**src/inc/fsl_regs.svh**
```systemverilog
`ifndef FSL_REGS_SVH
`define FSL_REGS_SVH
`define FSL_STATUS_OFFSET 8'h00
`define FSL_CMD_OFFSET 8'h04
`define FSL_DATA_OFFSET 8'h08
`define FSL_LOCK_MSB 7
`define FSL_LOCK_LSB 5
`define FSL_LOCK_RESET 3'h0
`define FSL_CODE_READ_INSTRUCTION_BLOCKED 8'hff
`define FSL_HOST_BLOCKED 8'h00
`endif

```
**src/inc/fsl_pkg.sv**
```systemverilog
package fsl_pkg;
	typedef enum logic [1:0] {fsl_unlock_type_v, fsl_soft_type_v, fsl_hard_type_v} fsl_lock_type;
	typedef enum logic [2:0]
	{
		fsl_cmd_none,
		fsl_cmd_chip_erase,
		fsl_cmd_block_erase,
		fsl_cmd_sector_erase,
		fsl_cmd_byte_program,
		fsl_cmd_byte_verify
	} fsl_cmd_type;
	typedef enum logic [1:0] {fsl_src_code_read, fsl_src_iap, fsl_src_host} fsl_src_type;
	typedef struct packed
	{
		logic valid;
		fsl_src_type source;
		fsl_cmd_type cmd;
		logic target_block;
		logic from_internal;
		logic from_block;
		logic [7:0] flash_data;
	} fsl_req_type;
endpackage

```
**src/rtl/fsl_lock.sv**
```systemverilog
// Local design decisions: the address-and-strobe port and the register offsets.
`include "fsl_regs.svh"
`timescale 1ns/100ps
`default_nettype none
module fsl_lock
(
	input wire logic clk,
	input wire logic sys_rst,
	input wire logic [2:0] lock_cells,
	input wire logic external_access_select_pin,
	input wire fsl_pkg::fsl_req_type req,
	input wire logic [7:0] reg_addr,
	input wire logic [7:0] reg_wdata,
	input wire logic reg_write,
	input wire logic reg_read,
	output logic [7:0] reg_rdata,
	output logic grant,
	output logic deny,
	output logic [7:0] read_data,
	output logic boot_external
);
	logic [2:0] lock_status;
	logic load_pending;
	logic [2:0] pin_sync;
	logic [7:0] flash_data_reg;
	logic [2:0] flash_command_mailbox;
	fsl_pkg::fsl_lock_type lock0;
	fsl_pkg::fsl_lock_type lock1;
	logic verify_off;
	logic cross_ok;
	logic sec_only;
	logic allow;
	logic is_read;
	fsl_pkg::fsl_lock_type tgt;
	logic [7:0] next_read_data;

	// stored 0 = programmed, so invert cells into status bits
	always_ff @(posedge clk)
	begin
		if (sys_rst)
		begin
			lock_status <= `FSL_LOCK_RESET;
			load_pending <= 1'b1;
		end
		else if (load_pending)
		begin
			lock_status <= ~lock_cells;
			load_pending <= 1'b0;
		end
	end

	// no reset here: the chain keeps filling with the pin during reset, so the
	// first agreement after release reflects the real pin, not a cleared stage
	always_ff @(posedge clk)
	begin
		pin_sync <= {pin_sync[1:0], external_access_select_pin};
	end

	// pin taken once the 2nd and 3rd stages agree, then frozen until reset, except at lock_status 0 where it keeps following the pin
	logic pin_latched;
	logic pin_done;
	always_ff @(posedge clk)
	begin
		if (sys_rst)
		begin
			pin_latched <= 1'b0;
			pin_done <= 1'b0;
		end
		else if (!pin_done && !load_pending && pin_sync[1] == pin_sync[2])
		begin
			pin_latched <= pin_sync[2];
			pin_done <= (lock_status != 3'h0);
		end
	end

	// decode of level per block
	always_comb
	begin
		lock0 = fsl_pkg::fsl_unlock_type_v;
		lock1 = fsl_pkg::fsl_unlock_type_v;
		verify_off = 1'b0;
		cross_ok = 1'b0;
		sec_only = 1'b0;
		unique case (lock_status)
			3'h0:
			begin
				lock0 = fsl_pkg::fsl_unlock_type_v;
			end
			3'h4:
			begin
				lock0 = fsl_pkg::fsl_soft_type_v;
				lock1 = fsl_pkg::fsl_soft_type_v;
			end
			3'h3, 3'h5, 3'h7:
			begin
				lock0 = fsl_pkg::fsl_hard_type_v;
				lock1 = fsl_pkg::fsl_hard_type_v;
				verify_off = 1'b1;
			end
			3'h2:
			begin
				lock0 = fsl_pkg::fsl_soft_type_v;
				lock1 = fsl_pkg::fsl_soft_type_v;
				verify_off = 1'b1;
				cross_ok = 1'b1;
			end
			3'h6, 3'h1:
			begin
				lock0 = fsl_pkg::fsl_soft_type_v;
				lock1 = fsl_pkg::fsl_hard_type_v;
				verify_off = 1'b1;
				sec_only = 1'b1;
			end
		endcase
	end

	// access decision
	always_comb
	begin
		tgt = req.target_block ? lock1 : lock0;
		is_read = (req.cmd == fsl_pkg::fsl_cmd_none) || (req.cmd == fsl_pkg::fsl_cmd_byte_verify);
		allow = 1'b1;
		if (req.cmd == fsl_pkg::fsl_cmd_chip_erase)
			allow = 1'b1;
		else if (req.source == fsl_pkg::fsl_src_host)
			allow = (tgt == fsl_pkg::fsl_unlock_type_v);
		else if (req.source == fsl_pkg::fsl_src_code_read)
		begin
			if (!req.from_internal)
				allow = (tgt == fsl_pkg::fsl_unlock_type_v);
			else if (tgt == fsl_pkg::fsl_hard_type_v)
				allow = (req.from_block == req.target_block);
		end
		else if (tgt == fsl_pkg::fsl_hard_type_v)
			allow = 1'b0;
		else if (tgt == fsl_pkg::fsl_soft_type_v)
		begin
			// mailbox work on soft block only from code in a locked block
			allow = req.from_internal && ((req.from_block ? lock1 : lock0) != fsl_pkg::fsl_unlock_type_v);
			if (req.cmd == fsl_pkg::fsl_cmd_byte_verify && verify_off)
				allow = 1'b0;
			if (!is_read && lock_status == 3'h4)
				allow = 1'b0;
			if (sec_only && !(req.from_block && !req.target_block))
				allow = 1'b0;
			if (cross_ok && req.from_block == req.target_block)
				allow = allow && is_read;
		end
	end

	always_comb
	begin
		next_read_data = req.flash_data;
		if (!allow)
		begin
			unique case (req.source)
				fsl_pkg::fsl_src_host: next_read_data = `FSL_HOST_BLOCKED;
				fsl_pkg::fsl_src_iap: next_read_data = flash_data_reg;
				default: next_read_data = `FSL_CODE_READ_INSTRUCTION_BLOCKED;
			endcase
		end
	end

	always_ff @(posedge clk)
	begin
		if (sys_rst)
		begin
			grant <= 1'b0;
			deny <= 1'b0;
			read_data <= 8'h00;
		end
		else
		begin
			grant <= req.valid && allow;
			deny <= req.valid && !allow;
			if (req.valid && is_read)
				read_data <= next_read_data;
		end
	end

	// iap data register keeps old content on blocked read
	always_ff @(posedge clk)
	begin
		if (sys_rst)
			flash_data_reg <= 8'h00;
		else if (reg_write && reg_addr == `FSL_DATA_OFFSET)
			flash_data_reg <= reg_wdata;
		else if (req.valid && req.source == fsl_pkg::fsl_src_iap && is_read && allow)
			flash_data_reg <= req.flash_data;
	end

	always_ff @(posedge clk)
	begin
		if (sys_rst)
			flash_command_mailbox <= 3'h0;
		else if (reg_write && reg_addr == `FSL_CMD_OFFSET)
			flash_command_mailbox <= reg_wdata[2:0];
	end

	// status writes are dropped: lock level only changes through reset
	always_ff @(posedge clk)
	begin
		if (sys_rst)
			reg_rdata <= 8'h00;
		else if (reg_read)
		begin
			unique case (reg_addr)
				`FSL_STATUS_OFFSET: reg_rdata <= {lock_status, 5'h00};
				`FSL_CMD_OFFSET: reg_rdata <= {5'h00, flash_command_mailbox};
				`FSL_DATA_OFFSET: reg_rdata <= flash_data_reg;
				default: reg_rdata <= 8'h00;
			endcase
		end
	end

	always_ff @(posedge clk)
	begin
		if (sys_rst)
			boot_external <= 1'b0;
		else if (!load_pending)
			boot_external <= (lock_status != 3'h7) && !pin_latched;
	end
endmodule // fsl_lock
`default_nettype wire

```
**config.mk**
```make
export PLATFORM = sky130hd
export DESIGN_NAME = fsl_lock
export DESIGN_NICKNAME = d
export VERILOG_FILES = /design/src/inc/fsl_pkg.sv /design/src/rtl/fsl_lock.sv
export VERILOG_INCLUDE_DIRS = /design/src /design/src/inc
export SDC_FILE = /design/constraint.sdc
export NUM_CORES = 1
export LEC_CHECK = 0
export BUFFER_PORTS_ARGS = -buffer_cell sky130_fd_sc_hd__clkbuf_2
export CAP_MARGIN = 40
export CELL_PAD_IN_SITES_DETAIL_PLACEMENT = 0
export CELL_PAD_IN_SITES_GLOBAL_PLACEMENT = 2
export CORE_MARGIN = 10
export CORE_UTILIZATION = 30
export CTS_CLUSTER_SIZE = 30
export DETAILED_ROUTE_END_ITERATION = 16
export PLACE_DENSITY_LB_ADDON = 0.25
export REMOVE_ABC_BUFFERS = 1
export SLEW_MARGIN = 5
export SYNTH_ARGS = -nofsm -noshare
export SYNTH_HDL_FRONTEND = slang
export SYNTH_SLANG_ARGS = --single-unit
```
**constraint.sdc**
```tcl
create_clock -name clk -period 2.6 [get_ports clk]
set_clock_uncertainty 0.1 [all_clocks]
set_input_delay 0.52 -clock clk [delete_from_list [all_inputs] [get_ports clk]]
set_output_delay 0.52 -clock clk [all_outputs]
set_load 0.02 [all_outputs]
```
==> flow_summary.yaml <==
flow_run:
  drv_cap: 0
critical_path:
  startpoint: "req[10]"
  crit_path_top_delay_cell: "a311oi_1"
  regToRegStartpoint: "lock_status[1]"
  cp_cell_sequence: "clkbuf_2 -> inv_1 -> ha_1 -> nand3b_1 -> o21ai_0 -> a311oi_1 -> a21oi_2 -> buf_4 -> nand2b_1 -> a311oi_1"
  critPathMaxFanout: 14
  crit_type: "in2reg"
  cp.arrival_ns: 2.27
  crit_top_cell: "a311oi_1"
  worstPathRequired_ns: 2.69
  worstPathBufferInverterCount: 3
  max_stage_delay_ns: 0.34
  cp-start-kind: "input pin"
  critPathCaptureType: "flop"
  critical_path.top_delay_family: "compound AO/OA/AOI/OAI gates"
synth:
  synth_area_leaders: "dfxtp_1 40%, nand2b_1 6.4%, mux2i_1 5.7%"
  syn-mean-instance-area_um2: 9.34
  yosysUniqueCellTypes: 44
  yosys_warnings: 0
  synthesis.area_um2: 1940
  synth_largest_area_cell: "dfxtp_1"
  ys.flop_type: "dfxtp_1"
  synth_seq_cells: 39
  synth_edf_count: 0
  synth-seq-area-share_pct: 40.2
  netlist.area_leader.share_pct: 40.2
  async_flop_share_pct: 0
  synthCells: 208
power:
  p_clk_share_pct: 34.6
  p_per_area_nw_per_um2: 542
  share_seq_of_total_power_pct: 49.6
  p_leak_nw: 1.02
  internal-power_mw: 0.955
  swShare_pct: 25.8
  switchingPower_mw: 0.332
  power_frac_comb_pct: 15.8
  ir_drop_v: 0.000335
timing:
  fin_setup_tns_ns: 0
  hold_viol: 0
  slew_violations: 0
  period_share_pct: 84.1
  slew_headroom_pct: 50.3
  fmax_mhz: 457
  setup_ws_ns: 0.412
  setup_viol: 0
  layout_min_cycle_time_ns: 2.19
  rsz0062_at_grt: "false"
  worst_slew_pin_slew_ns: 0.746
  timing.hold.ws_ns: 0.229
cts:
  postCtsHoldBufs: 0
  cts_buffers: 5
  cts_root_buf: "clkbuf_8"
  htree_num_levels: 2
  cts_tree: "done"
  clk_latency_ns: 0.29
  clock_path_buffers: 2
  clkSinkCount: 39
  clkTransAtPathRegs_ns: 0.07
  post_cts_buffers: 0
  cts_resized: 0
floorplanning:
  die_w_um: 100
  initial_utilization_pct: 30.8
  die_area_um2: 10100
  std_cell_rows: 29
  core_um2: 6310
  die_y_um: 100
  io_pins: 60
layout:
  instances_no_fill: 344
  final_common_cell: "clkbuf_2"
  mostFrequentLayoutCells: "59 x clkbuf_2, 39 x dfxtp_1, 26 x nor2_1"
  drive_gt1_share_pct: 33.3
  final_nets: 308
  diodes: 0
  syn_to_final_growth_pct: 22.3
  finish.utilization_pct: 37.7
hold_path:
  min_from: "pin_sync[0]"
  hold_class: "reg2reg"
route:
  drtIter0Drc: 46
  dr.pass1.iters: 4
  detail_route.drc_violations: 0
  post_drt_wl_per_cell_um: 14.5
  ant_nets: 0
  vias: 1647
  wl_um: 4990
  vias_per_cell: 4.79
global_route:
  grt_overflow_total: 0
  grt_pass1_vias: 1686
  grt_max_degree: 37
  track_usage_pct: 9.70
  antenna_found_initial: 0
  grt_pass1_wl_um: 8080
placed_design:
  place_inst: 336
  gp_congestion: 0.678
  dp_hpwl_um: 3960
  port_buffers: 59
  place_ws_ns: 0.106
run_status:
  status: "completed"
-- final timing paths --
kind | end | slack [ns] | cells after the start
max | read_data[5] | 0.41 | 10
min | pin_sync[1] | 0.23 | 0
max reg2reg | read_data[5] | 0.46 | 7
min reg2reg | pin_sync[1] | 0.23 | 0
-- stage by stage --
stage	area, um2	total power, mW
3_5_place_dp	2280	0.859
4_1_cts	2380	1.31
3_3_place_gp	2280	0.860
5_1_grt	2380	1.36
6_report	2380	1.29
2_1_floorplan	1850	0.768
-- kinds of logic after synthesis --
logic type      share of synthesized area (%)
buf+inv                                  5.67
fa+ha+maj                               0.644
compound gates                           18.7
mux                                      10.9
simple gates                             23.1
xor+xnor                                0.902
flops                                    40.2
-- per-layer routing --
layer / vias to the layer above / global-route usage [%] / routed length [um]
li1: 871 / - / -
met1: 726 / 12.3 / 2460
met2: 43 / 14.4 / 2090
met3: 7 / 4.25 / 398
met4: 0 / 2.93 / 54
met5: - / 0 / 0
-- power groups by stage --
| stage | Clock [mW] | Combinational (mW) | Sequential [mW] |
|---|---|---|---|
| after floorplan | 0 | 0.105 | 0.663 |
| after global placement | 0 | 0.207 | 0.653 |
| after detailed placement | 0 | 0.206 | 0.653 |
| after CTS | 0.459 | 0.207 | 0.639 |
| after global routing | 0.484 | 0.229 | 0.643 |
| final | 0.445 | 0.203 | 0.639 |
-- synthesized netlist by cell type (3+ instances only) --
cell      number
nand2b_1      20
dfxtp_1       39
nand3b_1       3
a22o_1         3
mux2i_1       11
buf_2          4
a21oi_1       14
clkbuf_8       3
nor2_1        26
nand3_1        7
a311oi_1      10
a211oi_1       3
mux2_2         9
clkbuf_1       4
o211ai_1       8
nor3b_1        4
inv_1          4
o21ai_0        5
-- final cells by class --
class,count,area [um2]
fill,688,3940
multi-input combinational,152,1050
sequential,39,781
timing repair buffer,64,333
clock buffer,8,100
tap,77,96.3
inverter,4,15.0
(Power assumes the default switching activity.)
